[config.mk]
export PLATFORM = sky130hd
export DESIGN_NAME = reset_brownout_sequencer
export DESIGN_NICKNAME = d
export VERILOG_FILES = /design/src/reset_seq_pkg.sv /design/src/brownout_filter.sv /design/src/powerup_timer.sv /design/src/reset_brownout_sequencer.sv
export SDC_FILE = /design/constraint.sdc
export NUM_CORES = 1
export LEC_CHECK = 0
export BUFFER_PORTS_ARGS = -buffer_cell sky130_fd_sc_hd__buf_2
export CORE_ASPECT_RATIO = 0.6
export CORE_MARGIN = 2
export CORE_UTILIZATION = 35
export DETAILED_ROUTE_END_ITERATION = 16
export SYNTH_ARGS = -nofsm -noshare
export SYNTH_HDL_FRONTEND = slang
export SYNTH_HIERARCHICAL = 1
export SYNTH_SLANG_ARGS = --single-unit
[constraint.sdc]
create_clock -name ref_clk_in -period 1.91 [get_ports ref_clk_in]
set_clock_uncertainty 0.2 [all_clocks]
set_input_delay 0 -clock ref_clk_in [delete_from_list [all_inputs] [get_ports ref_clk_in]]
set_output_delay 0 -clock ref_clk_in [all_outputs]
set_load 0.01 [all_outputs]
[src/reset_seq_pkg.sv]
// Shared constants and types for the reset and brown-out sequencer
package reset_seq_pkg;
	// Reference clock period
	localparam int CLK_PERIOD_NS = 50;
	// Least low-supply time before a brown-out trips
	localparam int BOR_FILTER_NS = 1000;
	// Filter length in clock cycles, rounded up, at least one
	localparam int BOR_FILTER_RAW = (BOR_FILTER_NS + CLK_PERIOD_NS - 1) / CLK_PERIOD_NS;
	localparam int BOR_FILTER_CYC = (BOR_FILTER_RAW < 1) ? 1 : BOR_FILTER_RAW;
	localparam int FILTER_W = 8;
	// Power-up delay: nominal time and low-frequency oscillator rate
	localparam int POWERUP_DELAY_TIMER_MS = 64;
	localparam int LF_OSC_HZ = 31000;
	localparam int POWERUP_DELAY_TIMER_TICKS = POWERUP_DELAY_TIMER_MS * LF_OSC_HZ / 1000;
	localparam int POWERUP_DELAY_TIMER_W = 16;
	// Oscillator cycles from pin release to execution
	localparam int RELEASE_CYC = 10;
	localparam int RELEASE_W = 4;
	// Register byte addresses
	localparam logic [7:0] ADDR_CONTROL = 8'h00;
	localparam logic [7:0] ADDR_STATUS = 8'h04;
	// Control register field positions and reset value
	localparam int SW_EN_BIT = 7;
	localparam int FAST_START_BIT = 6;
	localparam int READY_BIT = 0;
	localparam logic [7:0] CONTROL_RESET = 8'h80;
	// Status register field positions
	localparam int ST_RESET_BIT = 0;
	localparam int ST_BOR_BIT = 1;
	localparam int ST_POWERUP_DELAY_TIMER_BIT = 2;
	localparam int ST_GATE_BIT = 3;
	localparam int ST_PROT_BIT = 4;
	// Brown-out mode field codes
	localparam logic [1:0] MODE_ALWAYS_ON = 2'b11;
	localparam logic [1:0] MODE_SLEEP_OFF = 2'b10;
	localparam logic [1:0] MODE_SOFTWARE = 2'b01;
	localparam logic [1:0] MODE_ALWAYS_OFF = 2'b00;
	// Release sequence states
	typedef enum logic [2:0] {ST_HOLD, ST_WAIT, ST_RELEASE, ST_RUN} seq_state_t;
endpackage

[src/brownout_filter.sv]
// Glitch filter that trips only on a persistent low-supply indication
`timescale 1ns/100ps
`default_nettype none
module brownout_filter (
	input wire logic ref_clk_in, // Clock
	input wire logic reset_in, // Synchronous reset, high
	input wire logic low_in, // Qualified low-supply level
	output logic trip_out // Brown-out request
);
	import reset_seq_pkg::*;
	logic [FILTER_W-1:0] count_r; // Consecutive low cycles
	logic [FILTER_W-1:0] count_nxt;
	logic hit; // Persistence reached
	localparam logic [FILTER_W-1:0] LIMIT = FILTER_W'(BOR_FILTER_CYC);
	localparam logic [FILTER_W-1:0] ONE = FILTER_W'(1);
	assign hit = (count_r == LIMIT);
	// Any sample with low_in low restarts the count, so short dips never trip
	assign count_nxt = !low_in ? '0 : (hit ? count_r : count_r + ONE);
	// Counter and trip level
	always_ff @(posedge ref_clk_in) begin
		if (reset_in) begin
			count_r <= '0;
			trip_out <= 1'b0;
		end else begin
			count_r <= count_nxt;
			trip_out <= low_in && hit;
		end
	end
endmodule
`default_nettype wire

[src/powerup_timer.sv]
// Power-up delay counter paced by the low-frequency oscillator tick
`timescale 1ns/100ps
`default_nettype none
module powerup_timer #(
	parameter int TICKS = reset_seq_pkg::POWERUP_DELAY_TIMER_TICKS // Terminal count
) (
	input wire logic ref_clk_in, // Clock
	input wire logic reset_in, // Synchronous reset, high
	input wire logic restart_in, // Cold reset source present
	input wire logic bypass_in, // Timer disabled by configuration
	input wire logic tick_in, // Low-frequency oscillator tick
	output logic done_out // Delay complete
);
	import reset_seq_pkg::*;
	logic [POWERUP_DELAY_TIMER_W-1:0] count_r; // Ticks seen since release
	logic [POWERUP_DELAY_TIMER_W-1:0] count_nxt;
	logic at_end; // Terminal count reached
	localparam logic [POWERUP_DELAY_TIMER_W-1:0] END_COUNT = POWERUP_DELAY_TIMER_W'(TICKS);
	localparam logic [POWERUP_DELAY_TIMER_W-1:0] ONE = POWERUP_DELAY_TIMER_W'(1);
	assign at_end = (count_r >= END_COUNT);
	// Held at zero while a cold source stands, so counting starts at release
	assign count_nxt = restart_in ? '0 :
		((tick_in && !at_end) ? count_r + ONE : count_r);
	// Count and completion flag
	always_ff @(posedge ref_clk_in) begin
		if (reset_in) begin
			count_r <= '0;
			done_out <= 1'b0;
		end else begin
			count_r <= count_nxt;
			done_out <= !restart_in && (bypass_in || at_end);
		end
	end
endmodule
`default_nettype wire

[src/reset_brownout_sequencer.sv]
// Reset gathering, brown-out control and start-up release sequencer
//
// Behaviour
// - Any listed reset source forces reset
// - Power-on detector low holds reset
// - Power-up timer gives nominal 64 ms
// - Reset held while power-up timer counts
// - Timer enable bit is active low
// - Timer starts after power-on and brown-out release
// - Two-bit field selects four brown-out modes
// - Mode 11: always protected, gated start-up
// - Mode 10: off in sleep, gated wake
// - Mode 01: software enable, no start gating
// - Software mode protects once detector ready
// - Software mode protection ignores sleep
// - Brown-out needs persistent low supply
// - Forced-on modes: ready set before execution
// - Fast-start forces band-gap in modes 10, 01
// - Configuration bit selects trip level
// - Low-power request ORed into brown-out
// - Execution waits timers, pin, then 10 cycles
// - Clear pin enabled by enable or programming bit
//
// The Wishbone register port and the placing of the registers were chosen for this implementation.
`timescale 1ns/100ps
`default_nettype none
module reset_brownout_sequencer #(
	parameter int POWERUP_DELAY_TIMER_COUNT = reset_seq_pkg::POWERUP_DELAY_TIMER_TICKS // Power-up ticks
) (
	input wire logic ref_clk_in, // 20 MHz clock
	input wire logic reset_in, // Synchronous reset, high
	input wire logic wb_cyc_in, // Wishbone cycle
	input wire logic wb_stb_in, // Wishbone strobe
	input wire logic wb_we_in, // Wishbone write
	input wire logic [7:0] wb_adr_in, // Wishbone byte address
	input wire logic [3:0] wb_sel_in, // Wishbone byte lanes
	input wire logic [31:0] wb_dat_in, // Wishbone write data
	output logic [31:0] wb_dat_out, // Wishbone read data
	output logic wb_ack_out, // Wishbone acknowledge
	input wire logic [1:0] brownout_mode_select_in, // Mode field
	input wire logic powerup_timer_enable_n_in, // Timer enable, low
	input wire logic brownout_level_select_in, // Trip level choice
	input wire logic clear_pin_enable_in, // Clear pin enable bit
	input wire logic low_voltage_programming_in, // Programming bit
	input wire logic power_on_active_in, // Supply below minimum
	input wire logic supply_low_in, // Supply below threshold
	input wire logic detector_ready_in, // Detector ready
	input wire logic low_power_brownout_in, // Low-power request
	input wire logic master_clear_pin_n_in, // Clear pin level
	input wire logic watchdog_reset_in, // Watchdog expiry
	input wire logic reset_instr_in, // Reset instruction
	input wire logic stack_overflow_in, // Stack overflow
	input wire logic stack_underflow_in, // Stack underflow
	input wire logic prog_exit_in, // Programming mode exit
	input wire logic sleep_in, // Core in sleep
	input wire logic osc_startup_done_in, // Oscillator timer done
	input wire logic lf_tick_in, // Low-frequency clock tick
	output logic device_reset_out, // Internal reset
	output logic brownout_reset_out, // Combined brown-out
	output logic detector_enable_out, // Detector powered
	output logic bandgap_force_out, // Band-gap kept on
	output logic brownout_level_out, // Threshold select
	output logic wake_hold_out // Delay wake from sleep
);
	import reset_seq_pkg::*;

	// Control register bits
	logic sw_enable_r; // Software brown-out enable
	logic fast_start_r; // Fast-start request
	logic ready_r; // Detector ready image
	// Bus answer
	logic ack_r;
	logic [31:0] rdata_r;
	logic [31:0] rdata_nxt;
	// Sequencer state
	seq_state_t state_r;
	seq_state_t state_nxt;
	logic [RELEASE_W-1:0] rel_cnt_r; // Release cycle counter
	logic [RELEASE_W-1:0] rel_cnt_nxt;
	localparam logic [RELEASE_W-1:0] REL_LAST = RELEASE_W'(RELEASE_CYC - 1);
	localparam logic [RELEASE_W-1:0] REL_ONE = RELEASE_W'(1);

	// Mode decode
	wire mode_on = (brownout_mode_select_in == MODE_ALWAYS_ON);
	wire mode_sleep_off = (brownout_mode_select_in == MODE_SLEEP_OFF);
	wire mode_soft = (brownout_mode_select_in == MODE_SOFTWARE);
	wire mode_off = (brownout_mode_select_in == MODE_ALWAYS_OFF);

	// Protection active per mode
	wire prot_active = mode_on ||
		(mode_sleep_off && !sleep_in) ||
		(mode_soft && sw_enable_r);

	// Protection acts only once the detector is ready
	wire qualified_low = prot_active && detector_ready_in && supply_low_in;
	wire main_trip; // Filtered brown-out request

	brownout_filter u_filter (
		.ref_clk_in(ref_clk_in),
		.reset_in(reset_in),
		.low_in(qualified_low),
		.trip_out(main_trip)
	);

	// Single brown-out request for status and power control
	wire bor_req = main_trip || low_power_brownout_in;

	// Clear pin: disabled only when both configuration bits are zero
	wire pin_enabled = clear_pin_enable_in || low_voltage_programming_in;
	wire pin_hold = pin_enabled && !master_clear_pin_n_in;

	// Cold sources restart the power-up delay; exit from programming acts as power-on
	wire cold_src = power_on_active_in || bor_req || prog_exit_in;

	// Every reset source
	wire any_src = cold_src || pin_hold || watchdog_reset_in ||
		reset_instr_in || stack_overflow_in || stack_underflow_in;

	wire powerup_delay_timer_done; // Power-up delay elapsed

	powerup_timer #(
		.TICKS(POWERUP_DELAY_TIMER_COUNT)
	) u_powerup_delay_timer (
		.ref_clk_in(ref_clk_in),
		.reset_in(reset_in),
		.restart_in(cold_src),
		.bypass_in(powerup_timer_enable_n_in),
		.tick_in(lf_tick_in),
		.done_out(powerup_delay_timer_done)
	);

	// Start-up gating in forced-on modes: ready and supply above threshold
	wire startup_gate = (mode_on || mode_sleep_off) &&
		!(detector_ready_in && !supply_low_in);

	// Conditions to begin the release count
	wire release_ok = powerup_delay_timer_done && osc_startup_done_in && !startup_gate;

	// Wake from sleep waits for readiness only in mode 10
	wire wake_hold_nxt = mode_sleep_off && !detector_ready_in;

	// Band-gap forced on only in modes that honour fast start
	wire bandgap_nxt = fast_start_r && (mode_sleep_off || mode_soft);

	// Sequencer next state
	always_comb begin
		state_nxt = state_r;
		rel_cnt_nxt = rel_cnt_r;
		case (state_r)
			ST_HOLD: begin
				// Wait for every source to clear
				if (!any_src) begin
					state_nxt = ST_WAIT;
				end
			end
			ST_WAIT: begin
				// Timers and gating; any source, the pin included, still sends it back to hold
				if (any_src) begin
					state_nxt = ST_HOLD;
				end else if (release_ok) begin
					state_nxt = ST_RELEASE;
					rel_cnt_nxt = '0;
				end
			end
			ST_RELEASE: begin
				// Fixed oscillator cycles after the pin rises
				if (any_src) begin
					state_nxt = ST_HOLD;
				end else if (rel_cnt_r == REL_LAST) begin
					state_nxt = ST_RUN;
				end else begin
					rel_cnt_nxt = rel_cnt_r + REL_ONE;
				end
			end
			ST_RUN: begin
				// Any source drops straight back to reset
				if (any_src) begin
					state_nxt = ST_HOLD;
				end
			end
			default: begin
				state_nxt = ST_HOLD;
			end
		endcase
	end

	// Sequencer state registers
	always_ff @(posedge ref_clk_in) begin
		if (reset_in) begin
			state_r <= ST_HOLD;
			rel_cnt_r <= '0;
		end else begin
			state_r <= state_nxt;
			rel_cnt_r <= rel_cnt_nxt;
		end
	end

	// Internal reset stands until the run state; registered so it is glitch free
	always_ff @(posedge ref_clk_in) begin
		if (reset_in) begin
			device_reset_out <= 1'b1;
		end else begin
			device_reset_out <= (state_nxt != ST_RUN);
		end
	end

	// Power-side outputs, all registered
	always_ff @(posedge ref_clk_in) begin
		if (reset_in) begin
			brownout_reset_out <= 1'b0;
			detector_enable_out <= 1'b0;
			bandgap_force_out <= 1'b0;
			brownout_level_out <= 1'b0;
			wake_hold_out <= 1'b0;
		end else begin
			brownout_reset_out <= bor_req;
			detector_enable_out <= prot_active;
			bandgap_force_out <= bandgap_nxt;
			brownout_level_out <= brownout_level_select_in;
			wake_hold_out <= wake_hold_nxt;
		end
	end

	// Ready image follows the detector, so it is already set in forced modes
	always_ff @(posedge ref_clk_in) begin
		if (reset_in) begin
			ready_r <= 1'b0;
		end else begin
			ready_r <= detector_ready_in;
		end
	end

	// Bus decode; unmapped addresses answer with zero and ignore writes
	wire bus_req = wb_cyc_in && wb_stb_in;
	// Read data is loaded only with the answer, so the port needs no output mux
	wire load_rdata = bus_req && !ack_r;
	wire hit_control = (wb_adr_in == ADDR_CONTROL);
	wire hit_status = (wb_adr_in == ADDR_STATUS);
	// Write lands at the edge where the master sees ack high
	wire wr_fire = bus_req && wb_we_in && ack_r && wb_sel_in[0];
	wire wr_control = wr_fire && hit_control;

	// Read images; reserved bits read as zero
	wire [31:0] control_img = {24'h00_0000, sw_enable_r, fast_start_r, 5'b0_0000, ready_r};
	wire [31:0] status_img = {27'h000_0000, prot_active, startup_gate,
		!powerup_delay_timer_done, brownout_reset_out, device_reset_out};

	// Read data select
	always_comb begin
		if (hit_control) begin
			rdata_nxt = control_img;
		end else if (hit_status) begin
			rdata_nxt = status_img;
		end else begin
			rdata_nxt = 32'h0000_0000;
		end
	end

	// Single-wait acknowledge, dropped the cycle after it is given
	always_ff @(posedge ref_clk_in) begin
		if (reset_in) begin
			ack_r <= 1'b0;
			rdata_r <= 32'h0000_0000;
		end else begin
			ack_r <= load_rdata;
			// Zero outside the acknowledge cycle
			rdata_r <= load_rdata ? rdata_nxt : 32'h0000_0000;
		end
	end

	// Control bits are writable in every mode; their effect depends on mode
	always_ff @(posedge ref_clk_in) begin
		if (reset_in) begin
			sw_enable_r <= CONTROL_RESET[SW_EN_BIT];
			fast_start_r <= CONTROL_RESET[FAST_START_BIT];
		end else if (wr_control) begin
			sw_enable_r <= wb_dat_in[SW_EN_BIT];
			fast_start_r <= wb_dat_in[FAST_START_BIT];
		end
	end

	assign wb_ack_out = ack_r;
	assign wb_dat_out = rdata_r;

	// Helper for the release check: edges since a reset source was last seen
	localparam logic [7:0] QUIET_MAX = 8'hff;
	localparam logic [7:0] QUIET_ONE = 8'h01;
	localparam logic [7:0] QUIET_MIN = 8'(RELEASE_CYC + 2);
	logic [7:0] quiet_r; // Quiet edge count, saturating
	logic [7:0] quiet_nxt;
	// Saturates so a long run never wraps back into the early window
	assign quiet_nxt = any_src ? '0 : ((quiet_r == QUIET_MAX) ? quiet_r : quiet_r + QUIET_ONE);
	// Helper counter register
	always_ff @(posedge ref_clk_in) begin
		if (reset_in) begin
			quiet_r <= '0;
		end else begin
			quiet_r <= quiet_nxt;
		end
	end

	// Checks
	AST_SOURCE_HOLDS_RESET: assert property (@(posedge ref_clk_in) disable iff (reset_in)
		(any_src |=> device_reset_out))
		else $error("reset source did not hold internal reset");

	AST_POR_HOLD: assert property (@(posedge ref_clk_in) disable iff (reset_in)
		(power_on_active_in |=> device_reset_out))
		else $error("reset released during power-on");

	AST_POWERUP_DELAY_TIMER_HOLD: assert property (@(posedge ref_clk_in) disable iff (reset_in)
		(!powerup_delay_timer_done && !$past(powerup_delay_timer_done) |-> device_reset_out))
		else $error("reset released while delay counting");

	AST_POWERUP_DELAY_TIMER_RESTART: assert property (@(posedge ref_clk_in) disable iff (reset_in)
		(cold_src |=> !powerup_delay_timer_done))
		else $error("delay done while cold source present");

	AST_BYPASS: assert property (@(posedge ref_clk_in) disable iff (reset_in)
		(powerup_timer_enable_n_in && !cold_src && $stable(powerup_timer_enable_n_in)
		|=> powerup_delay_timer_done))
		else $error("bypassed delay not complete");

	AST_RELEASE_TEN: assert property (@(posedge ref_clk_in) disable iff (reset_in)
		(state_r == ST_RELEASE && rel_cnt_r == REL_LAST && !any_src |=> !device_reset_out))
		else $error("execution did not begin after the release count");

	// Hold, wait, then the full release count must all pass quietly
	AST_NO_EARLY_RUN: assert property (@(posedge ref_clk_in) disable iff (reset_in)
		($fell(device_reset_out) |-> quiet_r >= QUIET_MIN))
		else $error("execution began early");

	AST_MODE_OFF: assert property (@(posedge ref_clk_in) disable iff (reset_in)
		(mode_off |-> !prot_active && !startup_gate))
		else $error("protection active in off mode");

	AST_SOFT_SLEEP: assert property (@(posedge ref_clk_in) disable iff (reset_in)
		(mode_soft && $stable(brownout_mode_select_in) && $stable(sw_enable_r) && $changed(sleep_in)
		|-> prot_active == $past(prot_active)))
		else $error("sleep changed protection in software mode");

	AST_GLITCH_REJECT: assert property (@(posedge ref_clk_in) disable iff (reset_in)
		($rose(qualified_low) |=> !main_trip [*8]))
		else $error("short dip tripped brown-out");

	AST_LP_OR: assert property (@(posedge ref_clk_in) disable iff (reset_in)
		(low_power_brownout_in |=> brownout_reset_out))
		else $error("low-power request not merged");

	AST_FAST_START: assert property (@(posedge ref_clk_in) disable iff (reset_in)
		((mode_on || mode_off) |=> !bandgap_force_out))
		else $error("fast start honoured in forced mode");

	AST_PIN_DISABLED: assert property (@(posedge ref_clk_in) disable iff (reset_in)
		(!clear_pin_enable_in && !low_voltage_programming_in |-> !pin_hold))
		else $error("disabled clear pin held reset");
endmodule
`default_nettype wire

# Word-level counts from Yosys, hierarchy flattened
# Index checks and enable logic that the tools add are counted.
[classes]
n_addsub = 3
order_cmp = 1
n_eq_ne = 14
muxes = 14
n_bitwise = 3
reduce_logical = 53
[op_table]
columns = ["operator", "count"]
rows = [
  ["$logic_and 1x1->1", 20],
  ["$mux 3", 6],
  ["$add 16x1->16 const B", 1],
  ["$ge 16x11->1 const B", 1],
  ["$mux 4", 4],
  ["$logic_or 1x1->1", 14],
  ["$pmux 3 s4", 1],
  ["$logic_not 1->1", 10],
  ["$add 8x1->8 const B", 1],
  ["$eq 8x3->1 const B", 1],
  ["$eq 8x5->1 const B", 1],
  ["$logic_not 8->1", 1],
  ["$mux 8", 1],
  ["$ne 2x2->1 const B", 4],
  ["$pmux 4 s2", 1],
  ["$eq 3x2->1 const B", 2],
  ["$reduce_or 2->1", 3],
  ["$mux 5", 1],
  ["$reduce_and 5->1", 1],
  ["$add 4x1->4 const B", 1],
  ["$eq 2x2->1 const B", 2],
  ["$eq 4x4->1 const B", 1],
  ["$reduce_or 4->1", 1],
  ["$eq 3x1->1 const B", 1],
  ["other kinds (6)", 8],
]
[word_totals]
regBits = 75
output_inout_bits = 39

# Logic depth before layout (Yosys ltp)
[depth]
word_depth = 11
mapped_depth = 7
depth_no_buf = 7

# Hierarchy
# The synthesis kept the hierarchy.
[modules_own_cells]
columns = ["module", "instances", "cells_per_inst", "area_each_um2", "seq_area_each_um2"]
rows = [
  ["reset_brownout_sequencer", 1, 133, 1202.4, 480.5],
  ["powerup_timer", 1, 81, 752.0, 340.3],
  ["brownout_filter", 1, 48, 434.2, 180.2],
]

# Worst setup path after synthesis
# No wires, ideal clock.
[synth_path]
path_type = "reg2reg"
startpoint = "register u_powerup_delay_timer.count_r[15]"
endpoint = "register u_powerup_delay_timer.count_r[8]"
t_arrival_ps = 1689
t_required_ps = 1640
path_slack_ps = -49
path_stages_with_launch = 5
path_buffers = 0
path_cell_list = "dfxtp_1 -> or3_4 -> a2111oi_4 -> or4b_1 -> a21oi_1"
[synth_via]
elab_chain_cells = 3
[synth_lines]
columns = ["element", "line", "source"]
rows = [
  ["start, declared", "powerup_timer.sv:15", "logic [POWERUP_DELAY_TIMER_W-1:0] count_r;"],
  ["start signal, assigned", "powerup_timer.sv:30", "count_r <= count_nxt;"],
  ["$ge 16x11->1", "powerup_timer.sv:20", "assign at_end = (count_r >= END_COUNT);"],
  ["$logic_not 1->1", "powerup_timer.sv:23", "((tick_in && !at_end) ? count_r + ONE : count_r);"],
  ["$logic_and 1x1->1", "powerup_timer.sv:23", ""],
]
# Every way passes these cells.
# A chain may end at the register's enable or synchronous reset.

# Worst setup path after layout
[layout_path]
startpoint = "register u_powerup_delay_timer.count_r[12]"
endpoint = "register u_powerup_delay_timer.count_r[6]"
# The elaborated chain is that of the path after synthesis.

==> flow_summary.html <==
<table>
<tr><th>Metric</th><th>Value</th></tr>
<tr><th colspan="2">Outcome</th></tr>
<tr><td>Outcome</td><td>finished, violations left</td></tr>
<tr><td>Violations in the final reports</td><td>negative setup slack</td></tr>
<tr><th colspan="2">Route</th></tr>
<tr><td>Vias post-DR</td><td>2,130</td></tr>
<tr><td>Final wirelength</td><td>~5600 um</td></tr>
<tr><td>Initial detailed-routing violation count</td><td>about 120</td></tr>
<tr><td>DRC violations left</td><td>0</td></tr>
<tr><td>Number of iterations in the first detailed-routing pass</td><td>4</td></tr>
<tr><td>Antenna Nets Post-Route</td><td>0</td></tr>
<tr><td>Per-cell routed wire length</td><td>about 13 um</td></tr>
<tr><td>Vias per std cell</td><td>4.74</td></tr>
<tr><th colspan="2">Power and ir drop</th></tr>
<tr><td>Psw</td><td>between 0.4 and 0.5 mW</td></tr>
<tr><td>Share of power burned in combinational logic</td><td>roughly 8.5%</td></tr>
<tr><td>Power density of the placed cells</td><td>662 nW/um^2</td></tr>
<tr><td>Cell-internal power</td><td>1.67 mW</td></tr>
<tr><td>Static Leakage</td><td>between 1 and 1.5 nW</td></tr>
<tr><td>Final Power</td><td>between 2 and 2.5 mW</td></tr>
<tr><td>Net Sw Frac</td><td>a little under a quarter</td></tr>
<tr><td>Clock power share</td><td>42.8%</td></tr>
<tr><td>Sequential Power Share</td><td>between 40% and 50%</td></tr>
<tr><td>Maximum ir drop on the vdd rail</td><td>about 330 uV</td></tr>
<tr><th colspan="2">Critical path</th></tr>
<tr><td>Element type at the critical path end</td><td>flip-flop</td></tr>
<tr><td>Required @ worst endpoint</td><td>~1.9 ns</td></tr>
<tr><td>Reg-to-reg critical path startpoint</td><td>u_powerup_delay_timer/count_r[12]$_SDFFE_PP0P_</td></tr>
<tr><td>Slowest library cell on the worst path</td><td>sky130_fd_sc_hd__or4_4</td></tr>
<tr><td>Crit path cell chain</td><td>or3_4 &gt; a211o_4 &gt; or4_4 &gt; a21oi_2</td></tr>
<tr><td>Startpoint class of the critical path</td><td>flip-flop</td></tr>
<tr><td>Delay contributed by the slowest stage of the critical path</td><td>between 0.5 and 0.6 ns</td></tr>
<tr><td>Arrival time reported for the critical path endpoint</td><td>about 2.0 ns</td></tr>
<tr><td>Number of cell instances on the worst register-to-register path</td><td>4</td></tr>
<tr><td>Reg-to-reg setup timing slack</td><td>-0.06 ns</td></tr>
<tr><td>Reg-to-reg endpoint</td><td>u_powerup_delay_timer/count_r[6]$_SDFFE_PP0P_</td></tr>
<tr><td>Critical setup path kind</td><td>flip-flop to flip-flop</td></tr>
<tr><td>Maximum fanout encountered on the critical timing path</td><td>3</td></tr>
<tr><th colspan="2">Final layout</th></tr>
<tr><td>Non-filler cells in the finished layout</td><td>approximately 450</td></tr>
<tr><td>Layout cell share with drive strength beyond 1</td><td>roughly 29%</td></tr>
<tr><td>Final core utilization</td><td>49.3%</td></tr>
<tr><td>Antenna diode count</td><td>0</td></tr>
<tr><td>Post-layout instance area</td><td>between 3000 and 4000 um^2</td></tr>
<tr><td>Layout area overhead</td><td>37.1%</td></tr>
<tr><td>Count of nets after finishing</td><td>approximately 440</td></tr>
<tr><th colspan="2">Logic synthesis</th></tr>
<tr><td>Cell variety after synth</td><td>61</td></tr>
<tr><td>Leading post-synthesis cells by instance count</td><td>50 x sky130_fd_sc_hd__dfxtp_1, 25 x sky130_fd_sc_hd__buf_4, 25 x sky130_fd_sc_hd__nor2_1</td></tr>
<tr><td>Cells after synthesis</td><td>between 200 and 300</td></tr>
<tr><td>Area share of the leading cell type in the synthesized netlist</td><td>a little over two fifths</td></tr>
<tr><td>Library cell occupying the most area in the post-synthesis netlist</td><td>sky130_fd_sc_hd__dfxtp_1</td></tr>
<tr><td>Post-Synthesis Cell Area</td><td>between 2000 and 2500 um^2</td></tr>
<tr><td>Top flip-flop cell by instance count after synthesis</td><td>sky130_fd_sc_hd__dfxtp_1</td></tr>
<tr><td>Largest cells by area after synthesis</td><td>sky130_fd_sc_hd__dfxtp_1 42%, sky130_fd_sc_hd__buf_4 7.9%, sky130_fd_sc_hd__ha_1 4.7%</td></tr>
<tr><td>Fraction of synthesis flops using an asynchronous set or reset pin</td><td>0%</td></tr>
<tr><td>Leading cell type by number of instances after synthesis</td><td>sky130_fd_sc_hd__dfxtp_1</td></tr>
<tr><td>Proportion of synthesized chip area in sequential cells</td><td>between 40% and 50%</td></tr>
<tr><td>Number of enable-type register cells in the synthesized netlist</td><td>0</td></tr>
<tr><td>Post-synthesis register bit count</td><td>50</td></tr>
<tr><td>Number of synthesis warnings</td><td>6</td></tr>
<tr><td>Synthesized area per cell</td><td>9.12 um^2</td></tr>
<tr><th colspan="2">Clock tree</th></tr>
<tr><td>Clock net sink count</td><td>50</td></tr>
<tr><td>Clock latency at the later pin of the worst-skew pair</td><td>approximately 0.29 ns</td></tr>
<tr><td>Clock tree from TritonCTS</td><td>done</td></tr>
<tr><td>CTS H-Tree Depth</td><td>2</td></tr>
<tr><td>CTS buffer count</td><td>5</td></tr>
<tr><td>Clk Tree Root Cell</td><td>sky130_fd_sc_hd__clkbuf_16</td></tr>
<tr><td>Maximum number of buffers from clock root to sink</td><td>2</td></tr>
<tr><td>CTS clock-pin slew for the worst setup and hold paths</td><td>~0.07 ns</td></tr>
<tr><th colspan="2">Timing</th></tr>
<tr><td>Final setup violation count</td><td>5</td></tr>
<tr><td>Setup ws final</td><td>-0.0580 ns</td></tr>
<tr><td>Total Neg Setup Slack</td><td>-0.133 ns</td></tr>
<tr><td>Post-route minimum period</td><td>around 2.0 ns</td></tr>
<tr><td>Relative slew margins</td><td>approximately two thirds</td></tr>
<tr><td>Fin. Hold Viols</td><td>0</td></tr>
<tr><td>Worst-margin pin slew</td><td>a little over 0.5 ns</td></tr>
<tr><td>Final Cycle Share</td><td>103%</td></tr>
<tr><td>Hold_ws</td><td>0.00859 ns</td></tr>
<tr><td>Unrepaired setup endpoints after global routing</td><td>yes</td></tr>
<tr><td>Final number of max-transition violations</td><td>0</td></tr>
<tr><td>Fmax achieved</td><td>about 500 MHz</td></tr>
<tr><th colspan="2">Placed design</th></tr>
<tr><td>Routability-driven placement congestion ratio</td><td>about 0.86</td></tr>
<tr><td>IO buf count</td><td>48</td></tr>
<tr><td>Number of cells after detailed placement</td><td>between 400 and 500</td></tr>
<tr><td>DP Worst Slack</td><td>-0.0677 ns</td></tr>
<tr><td>DP Area</td><td>between 2000 and 3000 um^2</td></tr>
<tr><td>HPWL after DPL</td><td>3830 um</td></tr>
<tr><th colspan="2">Hold path</th></tr>
<tr><td>Hold path depth</td><td>5</td></tr>
<tr><td>Type of the most critical hold path</td><td>primary input to flip-flop</td></tr>
<tr><td>Sink of the worst hold path</td><td>device_reset_out$_SDFF_PP1_</td></tr>
<tr><td>Worst hold path startpoint</td><td>stack_underflow_in</td></tr>
<tr><th colspan="2">Job</th></tr>
<tr><td>Max-capacitance violation count</td><td>0</td></tr>
<tr><th colspan="2">Floorplanning</th></tr>
<tr><td>I/O pin total</td><td>between 100 and 150</td></tr>
<tr><td>Total die area</td><td>roughly 7500 um^2</td></tr>
<tr><td>Floorplan row count</td><td>23</td></tr>
<tr><td>Placeable core region</td><td>6650 um^2</td></tr>
<tr><td>Height of the die</td><td>~68 um</td></tr>
<tr><td>Die Wd</td><td>111 um</td></tr>
<tr><td>Initial Utilization</td><td>roughly 36%</td></tr>
<tr><th colspan="2">Global routing</th></tr>
<tr><td>Antenna violations before repair</td><td>0</td></tr>
<tr><td>Total global routing track utilization</td><td>14.6%</td></tr>
<tr><td>Largest net degree at the start of global routing</td><td>17</td></tr>
<tr><td>Via count of the first global-routing pass</td><td>between 1.5k and 2k</td></tr>
<tr><td>Wire length of the first global-routing pass</td><td>between 8000 and 9000 um</td></tr>
<tr><td>Aggregate global routing overflow</td><td>0</td></tr>
</table>
==> final cells by class <==
| type | instances | area [um^2] |
|---|---|---|
| fill | 600 | 3370 |
| multi-input combinational | 192 | 1270 |
| sequential | 50 | 1000 |
| clock buffer | 6 | 139 |
| clock inverter | 2 | 16.3 |
| inverter | 16 | 60.1 |
| timing repair buffer | 96 | 677 |
| tap | 87 | 109 |
==> critical path, delay by kind of cell, from the launching register on <==
kind	cells	cell delay, ns
compound gates	2	0.47
flops	1	0.31
simple gates	2	0.93
==> layout by cell type (no fill, tap or decap), drive strengths merged, types with 6 or more instances in the layout <==
master        n
a21oi        16
buf          68
clkbuf        6
conb         26
dfxtp        50
dlygate4sd3  27
ha            9
inv          17
nand2        14
nand3        12
nor2         25
o21ai        11
or3           9
==> worst max-delay path by stage <==
stage	from	endpoint	cells past startpoint	slack, ns
after floorplan	u_powerup_delay_timer/count_r[14]$_SDFFE_PP0P_	u_powerup_delay_timer/count_r[8]$_SDFFE_PP0P_	4	-0.0006
after global placement	u_powerup_delay_timer/count_r[14]$_SDFFE_PP0P_	u_powerup_delay_timer/count_r[8]$_SDFFE_PP0P_	5	-0.05
after detailed placement	u_powerup_delay_timer/count_r[15]$_SDFFE_PP0P_	u_powerup_delay_timer/count_r[8]$_SDFFE_PP0P_	5	-0.07
after CTS	u_powerup_delay_timer/count_r[15]$_SDFFE_PP0P_	u_powerup_delay_timer/count_r[6]$_SDFFE_PP0P_	4	-0.05
after global routing	u_powerup_delay_timer/count_r[12]$_SDFFE_PP0P_	u_powerup_delay_timer/count_r[6]$_SDFFE_PP0P_	4	-0.1
final	u_powerup_delay_timer/count_r[12]$_SDFFE_PP0P_	u_powerup_delay_timer/count_r[6]$_SDFFE_PP0P_	4	-0.06
==> power by group through the flow <==
stage	clock, mW	sequential, mW	combinational, mW
floorplan	0	1.08	0.109
global placement	0	1.08	0.133
detailed placement	0	1.08	0.135
CTS	0.941	1.06	0.177
global route	0.982	1.06	0.204
finish	0.929	1.06	0.185
==> cell families after synthesis <==
kind of cell             count (synthesis)  share of synthesized area [%]
AND/OR/NAND/NOR                        102                           24.6
adder cells (fa/ha/maj)                  9                           4.71
other                                    1                          0.157
multiplexers                             3                           1.31
AO/OA/AOI/OAI                           48                           14.2
buffers and inverters                   45                           11.6
XOR/XNOR                                 4                           1.47
flip-flops                              50                           41.9
==> routing by layer <==
layer  share of wire [%]  vias to the layer above  wire, um  track usage [%]
met5                   0                        -         0                0
met4                0.87                        0        49             5.63
met3                 5.8                        4       324             4.61
met2                  44                       65      2460             22.6
met1                  50                      992      2790             19.4
li1                    -                     1069         -                -
==> flip-flops by register name, indices dropped and copies added, names as in the netlist, 3 cells and up <==
signal,flops
state_r,3
u_powerup_delay_timer/count_r,16
rel_cnt_r,4
u_filter/count_r,8
wb_dat_out,7
==> timing repair <==
action                     in CTS  in global routing
hold buffers                   28                  0
pin swaps                       4                  3
setup endpoints to repair       6                 16
hold endpoints to repair       19                  0
cloned                          0                  0
gates resized for setup         2                 13
setup buffers                   1                  0
Note: power is estimated with default switching activity, not from simulation.
